==> src/rtl/pas_map.svh <==
// Register offsets, field positions, reset values and sizes of the adder/subtracter
`ifndef PAS_MAP_SVH
`define PAS_MAP_SVH
`define PAS_W 16
`define PAS_RES_W 18
`define PAS_CARRY_BIT 16
`define PAS_RANGE_BIT 17
`define PAS_ADDR_W 8
`define PAS_OFS_OPA 8'h00
`define PAS_OFS_OPB 8'h04
`define PAS_OFS_CONST 8'h08
`define PAS_OFS_CFG 8'h0c
`define PAS_OFS_CTRL 8'h10
`define PAS_OFS_SYNCVAL 8'h14
`define PAS_OFS_RESULT 8'h18
`define PAS_CFG_W 8
`define PAS_CTRL_W 6
`define PAS_ASYNC_VAL 18'h00000
`define PAS_SYNC_RST 18'h00000
`define PAS_CFG_RST 8'h00
`define PAS_CTRL_RST 6'h10
`define PAS_OPD_RST 16'h0000
`endif

==> src/rtl/pas_pkg.sv <==
// Types and the shared arithmetic function of the adder/subtracter
`include "pas_map.svh"
package pas_pkg;
    typedef enum logic [1:0] {
        PAS_OP_ADD = 2'h0,
        PAS_OP_SUB = 2'h1,
        PAS_OP_ADDSUB = 2'h2
    } pas_op_t;
    typedef struct packed {
        logic reg_ovf;
        logic reg_carry;
        logic reg_result;
        logic use_const;
        logic has_carry;
        logic is_signed;
        pas_op_t operation_kind;
    } pas_cfg_t;
    typedef struct packed {
        logic async_preset;
        logic clk_en;
        logic sync_preset;
        logic load;
        logic carry_in;
        logic add_sel;
    } pas_ctrl_t;
    typedef struct packed {
        logic range_exceeded_flag;
        logic carry;
        logic [`PAS_W-1:0] sum;
    } pas_res_t;
    typedef enum logic [1:0] {
        PAS_ST_IDLE = 2'b01,
        PAS_ST_ACCESS = 2'b10
    } pas_st_t;

    // Subtraction runs as a + ~b + ~cin, so carry high means no borrow
    function automatic pas_res_t pas_compute(
        input logic [`PAS_W-1:0] a,
        input logic [`PAS_W-1:0] b,
        input logic cin,
        input logic add,
        input logic sgn
    );
        logic [`PAS_W:0] ext;
        logic [`PAS_W-1:0] bb;
        logic ci;
        pas_res_t r;
        bb = add ? b : ~b;
        ci = add ? cin : ~cin;
        ext = {1'b0, a} + {1'b0, bb} + {{`PAS_W{1'b0}}, ci};
        r.sum = ext[`PAS_W-1:0];
        r.carry = ext[`PAS_W];
        if (sgn) begin
            r.range_exceeded_flag = (a[`PAS_W-1] == bb[`PAS_W-1]) &&
                                    (ext[`PAS_W-1] != a[`PAS_W-1]);
        end else begin
            r.range_exceeded_flag = add ? ext[`PAS_W] : ~ext[`PAS_W];
        end
        return r;
    endfunction
endpackage

==> src/rtl/pas_datapath.sv <==
// Adder/subtracter core with its result, carry and overflow register
`include "pas_map.svh"
module pas_datapath (
    input wire logic ref_clk,
    input wire logic preset_n,
    input wire pas_pkg::pas_cfg_t cfg,
    input wire pas_pkg::pas_ctrl_t ctrl,
    input wire logic [15:0] opa,
    input wire logic [15:0] opb,
    input wire logic [15:0] cval,
    input wire pas_pkg::pas_res_t syncval,
    output pas_pkg::pas_res_t comb_res,
    output pas_pkg::pas_res_t reg_res
);
    import pas_pkg::*;

    typedef struct packed {
        pas_res_t rg;
    } pas_dp_state_t;

    pas_dp_state_t s;
    pas_dp_state_t next_s;
    logic add;
    logic cin;
    logic [`PAS_W-1:0] eff_b;

    always_comb begin
        case (cfg.operation_kind)
            PAS_OP_ADD: add = 1'b1;
            PAS_OP_SUB: add = 1'b0;
            default: add = ctrl.add_sel;
        endcase
        cin = cfg.has_carry ? ctrl.carry_in : ~add;
        eff_b = cfg.use_const ? cval : opb;
        comb_res = pas_compute(opa, eff_b, cin, add, cfg.is_signed);
        next_s = s;
        if (ctrl.clk_en) begin
            if (ctrl.sync_preset) begin
                next_s.rg = syncval;
            end else if (ctrl.load) begin
                next_s.rg = comb_res;
                next_s.rg.sum = eff_b;
            end else begin
                next_s.rg = comb_res;
            end
        end
    end

    // async preset forces the preset value
    always_ff @(posedge ref_clk or negedge preset_n) begin
        if (!preset_n) begin
            s <= `PAS_ASYNC_VAL;
        end else begin
            s <= next_s;
        end
    end

    assign reg_res = s.rg;
endmodule

==> src/rtl/pas_top.sv <==
// AHB-Lite wrapped parameterised adder/subtracter
`include "pas_map.svh"
// How it works
// - Add gives a+b+cin; subtract gives a-b-cin.
// - Select high adds, select low subtracts.
// - Select counts in add/subtract mode and in the unused mode code 3; fixed modes ignore it.
// - Without carry input, carry is 0 for add, 1 for subtract.
// - Constant operand, when enabled, replaces operand b.
// - Enabled, presets low: load takes b, otherwise the result.
// - Enable low holds all registered contents.
// - Registers change on the rising clock edge with enable high.
// - Async preset high forces the async value at once.
// - Registers start at the async value, zero by default.
// - Sync preset with enable loads the sync value, beating load.
// - Sync value defaults to zero when never written.
// - Presets act on result, carry and overflow registers alike.
// - Overflow is high when the result leaves the range.
// - Overflow follows signed or unsigned encoding.
// - Carry is the carry out of the top bit.
// - Carry and overflow are each either combinational or registered.
// - Registered result shows the register; otherwise the raw sum.
// - Any subset of result, carry and overflow may be registered.
// - A result output is always present.
module pas_top (
    input wire logic ref_clk,
    input wire logic arst_n,
    input wire logic hsel,
    input wire logic [31:0] haddr,
    input wire logic [1:0] htrans,
    input wire logic hwrite,
    input wire logic [2:0] hsize,
    input wire logic [31:0] hwdata,
    input wire logic hready,
    output logic hreadyout,
    output logic hresp,
    output logic [31:0] hrdata
);
    import pas_pkg::*;

    typedef struct packed {
        pas_st_t st;
        logic [`PAS_ADDR_W-1:0] addr;
        logic write;
        logic [`PAS_W-1:0] opa;
        logic [`PAS_W-1:0] opb;
        logic [`PAS_W-1:0] cval;
        pas_cfg_t cfg;
        pas_ctrl_t ctrl;
        pas_res_t syncval;
        logic [31:0] hrdata;
        logic hreadyout;
        logic hresp;
    } pas_state_t;

    pas_state_t s;
    pas_state_t next_s;
    pas_res_t comb_res;
    pas_res_t reg_res;
    pas_res_t out_res;
    logic preset_n;
    logic take;

    assign preset_n = arst_n & ~s.ctrl.async_preset;

    pas_datapath i_pas_datapath (
        .ref_clk(ref_clk),
        .preset_n(preset_n),
        .cfg(s.cfg),
        .ctrl(s.ctrl),
        .opa(s.opa),
        .opb(s.opb),
        .cval(s.cval),
        .syncval(s.syncval),
        .comb_res(comb_res),
        .reg_res(reg_res)
    );

    always_comb begin
        // result from register or raw sum
        out_res.sum = s.cfg.reg_result ? reg_res.sum : comb_res.sum;
        out_res.carry = s.cfg.reg_carry ? reg_res.carry : comb_res.carry;
        out_res.range_exceeded_flag = s.cfg.reg_ovf ? reg_res.range_exceeded_flag
                                                    : comb_res.range_exceeded_flag;
    end

    // Only hsize word transfers are expected, so hsize is not decoded
    assign take = hsel && htrans[1] && hready;

    always_comb begin
        next_s = s;
        next_s.hresp = 1'b0;
        case (s.st)
            PAS_ST_IDLE: begin
                next_s.hreadyout = 1'b1;
                if (take) begin
                    next_s.st = PAS_ST_ACCESS;
                    next_s.addr = haddr[`PAS_ADDR_W-1:0];
                    next_s.write = hwrite;
                    next_s.hreadyout = 1'b0;
                end
            end
            PAS_ST_ACCESS: begin
                // One wait state lets hrdata leave a flip-flop
                next_s.st = PAS_ST_IDLE;
                next_s.hreadyout = 1'b1;
                next_s.hrdata = 32'h00000000;
                if (s.write) begin
                    case (s.addr)
                        `PAS_OFS_OPA: next_s.opa = hwdata[`PAS_W-1:0];
                        `PAS_OFS_OPB: next_s.opb = hwdata[`PAS_W-1:0];
                        `PAS_OFS_CONST: next_s.cval = hwdata[`PAS_W-1:0];
                        `PAS_OFS_CFG: next_s.cfg = pas_cfg_t'(hwdata[`PAS_CFG_W-1:0]);
                        `PAS_OFS_CTRL: next_s.ctrl = pas_ctrl_t'(hwdata[`PAS_CTRL_W-1:0]);
                        `PAS_OFS_SYNCVAL: next_s.syncval = pas_res_t'(hwdata[`PAS_RES_W-1:0]);
                        default: next_s.hresp = 1'b0;
                    endcase
                end else begin
                    case (s.addr)
                        `PAS_OFS_OPA: next_s.hrdata = 32'(s.opa);
                        `PAS_OFS_OPB: next_s.hrdata = 32'(s.opb);
                        `PAS_OFS_CONST: next_s.hrdata = 32'(s.cval);
                        `PAS_OFS_CFG: next_s.hrdata = 32'(s.cfg);
                        `PAS_OFS_CTRL: next_s.hrdata = 32'(s.ctrl);
                        `PAS_OFS_SYNCVAL: next_s.hrdata = 32'(s.syncval);
                        `PAS_OFS_RESULT: next_s.hrdata = 32'(out_res);
                        default: next_s.hrdata = 32'h00000000;
                    endcase
                end
            end
            default: begin
                next_s.st = PAS_ST_IDLE;
                next_s.hreadyout = 1'b1;
            end
        endcase
    end

    always_ff @(posedge ref_clk or negedge arst_n) begin
        if (!arst_n) begin
            s.st <= PAS_ST_IDLE;
            s.addr <= 8'h00;
            s.write <= 1'b0;
            s.opa <= `PAS_OPD_RST;
            s.opb <= `PAS_OPD_RST;
            s.cval <= `PAS_OPD_RST;
            s.cfg <= `PAS_CFG_RST;
            // enable reads as set after reset
            s.ctrl <= `PAS_CTRL_RST;
            s.syncval <= `PAS_SYNC_RST;
            s.hrdata <= 32'h00000000;
            s.hreadyout <= 1'b1;
            s.hresp <= 1'b0;
        end else begin
            s <= next_s;
        end
    end

    assign hreadyout = s.hreadyout;
    assign hresp = s.hresp;
    assign hrdata = s.hrdata;

    // Helper values for the checks below
    logic [`PAS_W-1:0] chk_b;
    logic chk_add;
    logic chk_cin;
    assign chk_b = s.cfg.use_const ? s.cval : s.opb;
    assign chk_add = (s.cfg.operation_kind == PAS_OP_ADD) ||
                     ((s.cfg.operation_kind != PAS_OP_SUB) && s.ctrl.add_sel);
    assign chk_cin = s.cfg.has_carry ? s.ctrl.carry_in : ~chk_add;
    int chk_sdiff;
    assign chk_sdiff = int'($signed(s.opa)) - int'($signed(chk_b)) - int'(chk_cin);
endmodule

==> config.mk <==
export PLATFORM = sky130hd
export DESIGN_NAME = pas_top
export DESIGN_NICKNAME = d
export VERILOG_FILES = /design/src/rtl/pas_pkg.sv /design/src/rtl/pas_datapath.sv /design/src/rtl/pas_top.sv
export VERILOG_INCLUDE_DIRS = /design/src /design/src/rtl
export SDC_FILE = /design/constraint.sdc
export NUM_CORES = 1
export LEC_CHECK = 0
export BUFFER_PORTS_ARGS = -buffer_cell sky130_fd_sc_hd__buf_4
export CORE_ASPECT_RATIO = 0.75
export CORE_MARGIN = 2
export CORE_UTILIZATION = 50
export DETAILED_ROUTE_END_ITERATION = 8
export PLACE_DENSITY = 0.73
export SYNTH_ARGS = -nofsm -noshare
export SYNTH_HDL_FRONTEND = slang
export SYNTH_SLANG_ARGS = --single-unit
==> constraint.sdc <==
create_clock -name ref_clk -period 2.9 [get_ports ref_clk]
set_clock_uncertainty 0.15 [all_clocks]
set_input_delay 0.58 -clock ref_clk [delete_from_list [all_inputs] [get_ports ref_clk]]
set_output_delay 0.58 -clock ref_clk [all_outputs]
set_load 0.05 [all_outputs]
==> results.tsv, run 1 <==
metric	value	unit
status	finished, violations left	
violated checks	setup timing	
area delta synth->final	28.94	%
cell breakdown of the critical path	mux2i_2 > xor2_1 > and2_1 > fa_2 > fa_2 > a21o_1 > a311o_1 > nand3b_1 > nand2_2 > a21bo_2 > a211oi_1 > o22ai_1	
Max Clock Freq	292.5	MHz
Reg2Reg Setup Slack	-520	ps
synth top area cells	dfrtp_1 (42%), mux2_2 (13%), mux2i_1 (4.0%)	
DRC Markers	0	
clock latency on the worst-skew pair	430	ps
Crit Path Category	reg2reg	
Wirelength per Cell	22.71	um
Synth Register Bits	128	
asr flop ratio synth	1.000	
Filler cells	1099	
RSZ-0062 raised after global routing	yes	
GR Overflow Total	0	
vias in the first global route	6418	
Starting Density	0.5129	
Synth Area in Adders	0.03052	
Max Fanout on Critical Path	3	
CTS sink count	128	
Avg Inst Size Synth	10.80	um2
Leak Pwr	4.265	nW
power per cell area	609.6	mW/mm2
via count	6212	
critical path arrival	3560	ps
first-pass GRT wire length	35.91	mm
mux contribution to synthesized area	0.2052	
Detailed Route Iter0 Violations	663	
Critical Path RT	3040	ps
max_cap viols	0	
worst slew pin tran	929.6	ps
Critical Path Most Common Cell	fa_2	
hold buffers post-CTS	0	
EDFF count, synth	0	
drt pass-1 iters	7	
Reg clk slew, reported paths	60	ps
Finished Layout Cells	1014	
Yosys Warn Count	0	
CTS tree	built	
Hold Slack	114.4	ps
post-synth cell types	68	
minimum clock period	3419	ps
Synth Area in XOR/XNOR	0.03991	
synthesized area	0.007462	mm2
endpoint type of the worst setup path	flop	
io pins	108	
Worst setup SP type	flop	
cts bufs inserted	17	
Die W	145.1	um
main flop type after synthesis	dfrtp_1	
post-synthesis sequential area ratio	0.4297	
slowest stage delay, CP	400	ps
GPL Wtd Cong	0.9951	
Rows	38	
Commonest cells post-synth	dfrtp_1 (125), mux2_2 (88), nand2_1 (44)	
largest net degree at the start of global routing	60	
initial antenna violation count	0	
Tightest Hold Check Type	in2async	
compound-gate portion of the synthesized area	0.1405	
Yosys top cell area share	0.4192	
Final Slew Violations	0	
Final Hold Fails	0	
Final ANT Viol Nets	0	
clock tree root driver cell	clkbuf_16	
wirelength, routed	23.02	mm
Inserted Diodes	0	
die area	0.01593	mm2
setup TNS	-9301	ps
main combinational cell family by area after synthesis	multiplexers	
top-count cell post-synth	dfrtp_1	
H-tree lvl count	4	
HPWL Detailed	15.35	mm
Total Routing Usage GR	0.2989	
post-route worst setup slack	-519.0	ps
CP max-delay cell	fa_2	
Mapped Cells	691	
Final Net Count	892	
layout cells sized above 1	0.4410	
max_slew headroom	0.3803	
area leader, netlist	dfrtp_1	
Post-Synth Simple-Gate Area	0.09272	
core area	0.01455	mm2
worst IR drop on VDD	0.4592	mV
Die Height	109.8	um
placed insts	968	
Avg Vias per Cell	6.126	
Final Setup Violations	30	
port bufs	50	
maximum buffer depth of the clock tree	2	
Period Utilization, post-route	1.179	
## worst max-delay path: cells and delay by family, from the launching register on
kind                     cells  cell delay [ps]
XOR/XNOR                     1               90
multiplexers                 1              260
AND/OR/NAND/NOR              3              480
adder cells (fa/ha/maj)      2              770
flip-flops                   1              380
AO/OA/AOI/OAI                5             1150
## final cells by class
class,count,area (um2),share of cell area
clock buffer,22,464.2,0.04824
clock inverter,10,135.1,0.01404
inverter,10,37.54,0.003901
multi-input combinational,495,4305,0.4475
sequential,128,3207,0.3333
tap,200,250.2,0.02601
timing repair buffer,149,1222,0.1270
## cell families after synthesis
family,Yosys count
compound gates,159
flops,128
other cells,1
xor+xnor,34
fa+ha+maj,17
mux,132
buf+inv,82
simple gates,138
## per-layer routing
metal  wire length (um)  track usage  vias to the layer above
li1                   -            -                     2715
met1               9773       0.3956                     3113
met2              10550       0.4687                      315
met3               1933      0.08050                       69
met4                768       0.1317                        0
met5                  0            0                        -
## repair_timing
item | 4_1_cts | 5_1_grt
resized for setup | 79 | 34
setup endpoints to repair | 31 | 32
pin swaps | 39 | 31
buffers inserted | 15 | 5
## state kept, by name, indices dropped and copies added (netlist names)
signal / flops
i_pas_datapath.reg_res: 18
hreadyout: 1
s: 91
hrdata: 18
## stage by stage
| step | total power, mW | utilization | worst slack, ps | instance area, um2 |
|---|---|---|---|---|
| floorplan | 2.871 | - | -344.5 | 7616 |
| global placement | 3.303 | 0.5813 | -452.7 | 8457 |
| detailed placement | 3.355 | 0.5813 | -489.4 | 8457 |
| CTS | 5.746 | 0.6489 | -501.5 | 9440 |
| global route | 6.086 | 0.6613 | -638.0 | 9622 |
| finish | 5.866 | 0.6613 | -519.0 | 9622 |
## final timing paths
check,endpoint,cells past startpoint,start
min in group ref_clk,s[121],3,haddr[6]
hold / removal,i_pas_datapath.reg_res[5],2,arst_n
setup reg to reg,i_pas_datapath.reg_res[16],12,s[59]
setup / recovery,i_pas_datapath.reg_res[16],12,s[59]
max in group asynchronous,i_pas_datapath.reg_res[0],2,s[57]
hold reg to reg,i_pas_datapath.reg_res[5],1,s[57]
## cell usage in the layout, fill, tap and decap left out, types with 7 or more instances in the layout
cell type / instances
mux2i_1: 24
dfrtp_1: 125
xnor2_1: 12
nand3b_1: 7
nor2_1: 31
buf_4: 134
ha_1: 14
conb_1: 15
nand3_1: 10
a21oi_1: 25
nand2_1: 42
o21ai_0: 20
mux2_4: 19
clkbuf_16: 17
mux2_2: 79
xnor2_2: 7
inv_1: 8
xor2_1: 9
a22oi_1: 8
buf_6: 9
a21oi_2: 11
nor3_1: 8
o21ai_1: 17
## power breakdown
group / internal, mW / switching, mW / total (mW)
sequential: 1.90 / 0.121 / 2.02
clock: 1.39 / 0.808 / 2.20
combinational: 0.776 / 0.867 / 1.64
total: 4.07 / 1.80 / 5.87
No activity file was read; power rests on OpenSTA's default activity.
==> run 2: changes to the inputs <==
- SETUP_SLACK_MARGIN: not set -> 0.02
==> results.tsv, run 2 (synthesis gave the netlist of run 1 again) <==
metric	value	unit
status	finished, violations left	
Rows	38	
commonest non-fill, non-tap cells in the layout	buf_4 (134), dfrtp_1 (125), mux2_2 (79), nand2_1 (42), nor2_1 (30)	
endpoint type of the worst setup path	flop	
Max Fanout on Critical Path	3	
Critical Path RT	3040	ps
violated checks	setup timing	
post-route cell area	0.009634	mm2
Final ANT Viol Nets	0	
largest net degree at the start of global routing	60	
layout cells sized above 1	0.4442	
Wirelength per Cell	22.77	um
Starting Density	0.5129	
hold buffers post-CTS	0	
Critical Path Most Common Cell	fa_2	
Avg Vias per Cell	6.167	
via count	6259	
commonest non-fill, non-tap cell in the layout	buf_4	
initial antenna violation count	0	
first-pass GRT wire length	35.98	mm
CP max-delay cell	fa_2	
GPL Wtd Cong	0.9951	
Period Utilization, post-route	1.191	
placed insts	968	
Final Net Count	893	
Total Routing Usage GR	0.2994	
vias in the first global route	6430	
slowest stage delay, CP	400	ps
Worst setup SP type	flop	
io pins	108	
CTS sink count	128	
post-layout util	0.6622	
DRC Markers	0	
GR Overflow Total	0	
cell breakdown of the critical path	mux2i_2 > xor2_1 > and2_1 > fa_2 > fa_2 > a21o_1 > a311o_1 > nand3b_1 > nand2_2 > a21bo_2 > a211oi_1 > o22ai_1	
setup TNS	-9424	ps
clock latency on the worst-skew pair	430	ps
worst IR drop on VDD	0.4559	mV
drt pass-1 iters	6	
Detailed Route Iter0 Violations	776	
H-tree lvl count	4	
Leak Pwr	4.271	nW
number of flip-flops under the largest register name	91	
Die W	145.1	um
core area	0.01455	mm2
max_slew headroom	0.3787	
critical path arrival	3590	ps
minimum clock period	3454	ps
Crit Path Category	reg2reg	
wirelength, routed	23.11	mm
RSZ-0062 raised after global routing	yes	
Max Clock Freq	289.5	MHz
worst slew pin tran	932.0	ps
Inserted Diodes	0	
Filler cells	1103	
dpl ws	-489.4	ps
Final Setup Violations	31	
power per cell area	609.3	mW/mm2
Finished Layout Cells	1015	
Reg clk slew, reported paths	60	ps
cts bufs inserted	17	
max_cap viols	0	
die area	0.01593	mm2
Hold Slack	115.3	ps
Final Hold Fails	0	
port bufs	50	
clock tree root driver cell	clkbuf_16	
Biggest register	s	
total power	5.870	mW
Tightest Hold Check Type	in2async	
Final Slew Violations	0	
maximum buffer depth of the clock tree	2	
HPWL Detailed	15.35	mm
placed inst area	0.008457	mm2
Die Height	109.8	um
CTS tree	built	
area delta synth->final	29.11	%
post-route worst setup slack	-554.4	ps
-- run 2: cell types whose count changed in the layout (fill, tap and decap cells not counted), sizes merged --
cell	previous run	this run
buf	149	150
-- run 2: repair_timing --
action,CTS,global route
pin swaps,37,30
gates resized for setup,80,35
endpoints found under the setup margin,31,32
buffers inserted,15,5
-- run 2: layer usage --
metal	up-vias	wire length (um)	global-route usage
li1	2709	-	-
met1	3144	9686	0.3956
met2	333	10640	0.4714
met3	73	2002	0.08050
met4	0	782	0.1296
met5	-	0	0
-- run 2: path summary, 6_finish.rpt --
path	slack [ps]	start	cells past startpoint	endpoint
max in group asynchronous	1770	s[57]	2	i_pas_datapath.reg_res[0]
min in group ref_clk	210	haddr[6]	3	s[121]
min reg2reg	210	s[57]	1	i_pas_datapath.reg_res[8]
max reg2reg	-550	s[59]	12	i_pas_datapath.reg_res[16]
min	120	arst_n	2	i_pas_datapath.reg_res[8]
max	-550	s[59]	12	i_pas_datapath.reg_res[16]
-- run 2: final cells by class --
cell class | instances | area, um2 | area share
well taps | 200 | 250.2 | 0.02597
repair buffers | 150 | 1234 | 0.1281
inverters | 10 | 37.54 | 0.003896
multi-input cells | 495 | 4307 | 0.4470
clock inverters | 10 | 135.1 | 0.01403
flip-flops and latches | 128 | 3207 | 0.3329
clock buffers | 22 | 464.2 | 0.04818
-- run 2: worst max-delay path, delay by kind of cell (launching register included) --
kind,cells,cell delay [ps]
AOI/OAI and AO/OA,5,1180
muxes,1,260
DFF,1,380
adders and majority gates,2,780
xor gates and xnor gates,1,90
and+or+nand+nor,3,480
-- run 2: power by group --
group | internal (mW) | switching (mW) | total (mW)
logic | 0.784 | 0.870 | 1.65
clock network | 1.39 | 0.802 | 2.19
registers | 1.90 | 0.121 | 2.02
total | 4.08 | 1.79 | 5.87
==> run 3: changes to the inputs <==
- PLACE_DENSITY: 0.73 -> 0.71
==> results.tsv, run 3 (synthesis gave the netlist of run 1 again) <==
metric	value	unit
status	finished, violations left	
violated checks	setup timing	
Detailed Route Iter0 Violations	516	
Die W	145.1	um
H-tree lvl count	4	
max_cap viols	0	
endpoint type of the worst setup path	flop	
Hold Path End	s[118]	
io pins	108	
Die Height	109.8	um
Final Setup Violations	28	
Hold Slack	196.9	ps
Biggest register	s	
cts bufs inserted	17	
GR Overflow Total	0	
Filler cells	1122	
part of the power in registers	0.342	
DRC Markers	0	
Rows	38	
Max Clock Freq	288.6	MHz
largest net degree at the start of global routing	65	
commonest non-fill, non-tap cell in the layout	buf_4	
Tightest Hold Check Type	in2reg	
first-pass GRT wire length	36.37	mm
Final ANT Viol Nets	0	
R2R depth	12	
Max Fanout on Critical Path	3	
placed insts	971	
worst r2r dst	hrdata[17]	
die area	0.01593	mm2
vias in the first global route	6386	
initial antenna violation count	0	
Crit Path Category	reg2reg	
wirelength, routed	23.57	mm
worst IR drop on VDD	0.3904	mV
critical path arrival	3630	ps
max_slew headroom	0.2562	
Critical Path RT	3060	ps
Finished Layout Cells	1020	
Worst setup SP type	flop	
HPWL Detailed	15.44	mm
hold depth	3	
minimum clock period	3465	ps
dpl ws	-464.8	ps
hold path start	haddr[3]	
CTS tree	built	
Total Routing Usage GR	0.3046	
CTS sink count	128	
maximum buffer depth of the clock tree	2	
Final Slew Violations	0	
clock latency on the worst-skew pair	440	ps
Reg2Reg Setup Slack	-570	ps
Int Pwr	4.064	mW
RSZ-0062 raised after global routing	yes	
commonest non-fill, non-tap cells in the layout	buf_4 (136), dfrtp_1 (124), mux2_2 (79), nand2_1 (42), nor2_1 (31)	
post-route worst setup slack	-565.1	ps
GPL Wtd Cong	1.001	
Leak Pwr	4.306	nW
power per cell area	608.2	mW/mm2
worst slew pin tran	1108	ps
Avg Vias per Cell	6.116	
combinational share of power	0.288	
Sw Pwr	1.858	mW
switching part of the total	0.3137	
number of flip-flops under the largest register name	91	
core area	0.01455	mm2
share of total power in the clock network	0.370	
Final Hold Fails	0	
Reg clk slew, reported paths	60	ps
post-layout util	0.6692	
drt pass-1 iters	5	
Final Net Count	898	
area delta synth->final	30.48	%
Wirelength per Cell	23.11	um
port bufs	50	
setup TNS	-9005	ps
clock tree root driver cell	clkbuf_16	
via count	6238	
layout cells sized above 1	0.4537	
Period Utilization, post-route	1.195	
Inserted Diodes	0	
Reg2Reg Launch Point	s[59]	
Starting Density	0.5129	
-- run 3: worst max-delay path by stage --
stage / startpoint / end / cells past startpoint
2_1_floorplan: s[59] / i_pas_datapath.reg_res[8] / 13
3_3_place_gp: s[59] / i_pas_datapath.reg_res[17] / 14
3_5_place_dp: s[59] / i_pas_datapath.reg_res[17] / 12
4_1_cts: s[59] / i_pas_datapath.reg_res[17] / 12
5_1_grt: s[59] / hrdata[17] / 12
6_report: s[59] / hrdata[17] / 12
-- run 3: layout make-up --
type	count	area (um2)	share of cell area
timing repair buffer	155	1289	0.1324
clock buffer	19	432.9	0.04446
multi-input combinational	495	4357	0.4474
tap	200	250.2	0.02570
sequential	128	3208	0.3295
clock inverter	13	162.7	0.01671
inverter	10	37.54	0.003855
-- run 3: layer usage --
layer | vias to the layer above | global-route usage | wire, um
met2 | 329 | 0.4735 | 10600
met4 | 0 | 0.1471 | 747
met3 | 68 | 0.07759 | 2143
li1 | 2722 | - | -
met5 | - | 0 | 0
met1 | 3119 | 0.4037 | 10090
-- run 3: power groups by stage --
stage / logic (mW) / clock network [mW] / registers (mW)
detailed placement: 1.32 / 0 / 2.04
global route: 1.81 / 2.29 / 2.04
CTS: 1.55 / 2.21 / 2.02
finish: 1.71 / 2.19 / 2.03
floorplan: 0.875 / 0 / 2.00
global placement: 1.29 / 0 / 2.04
-- run 3: through the flow --
step           total power, mW  area (um2)
5_1_grt                  6.137        9737
4_1_cts                  5.779        9542
6_report                 5.922        9737
2_1_floorplan            2.871        7616
3_5_place_dp             3.368        8492
3_3_place_gp             3.323        8492
-- run 3: critical path, stage by stage, from the launching register on --
cell      delay (ps)
dfrtp_1          380
mux2i_2          250
xor2_1            90
and2_4           170
fa_2             390
fa_2             380
a21o_1           230
a311o_1          360
nand3b_1         190
nand2_2          130
a21bo_4          250
a221oi_4         280
o31ai_1          100
-- run 3: timing repair --
action / 4_1_cts / 5_1_grt
endpoints found under the hold margin: 18 / 0
hold buffers: 1 / 0
cloned: 1 / 0
resized for setup: 84 / 34
pin swaps: 36 / 32
setup buffers: 16 / 2
setup endpoints to repair: 31 / 32
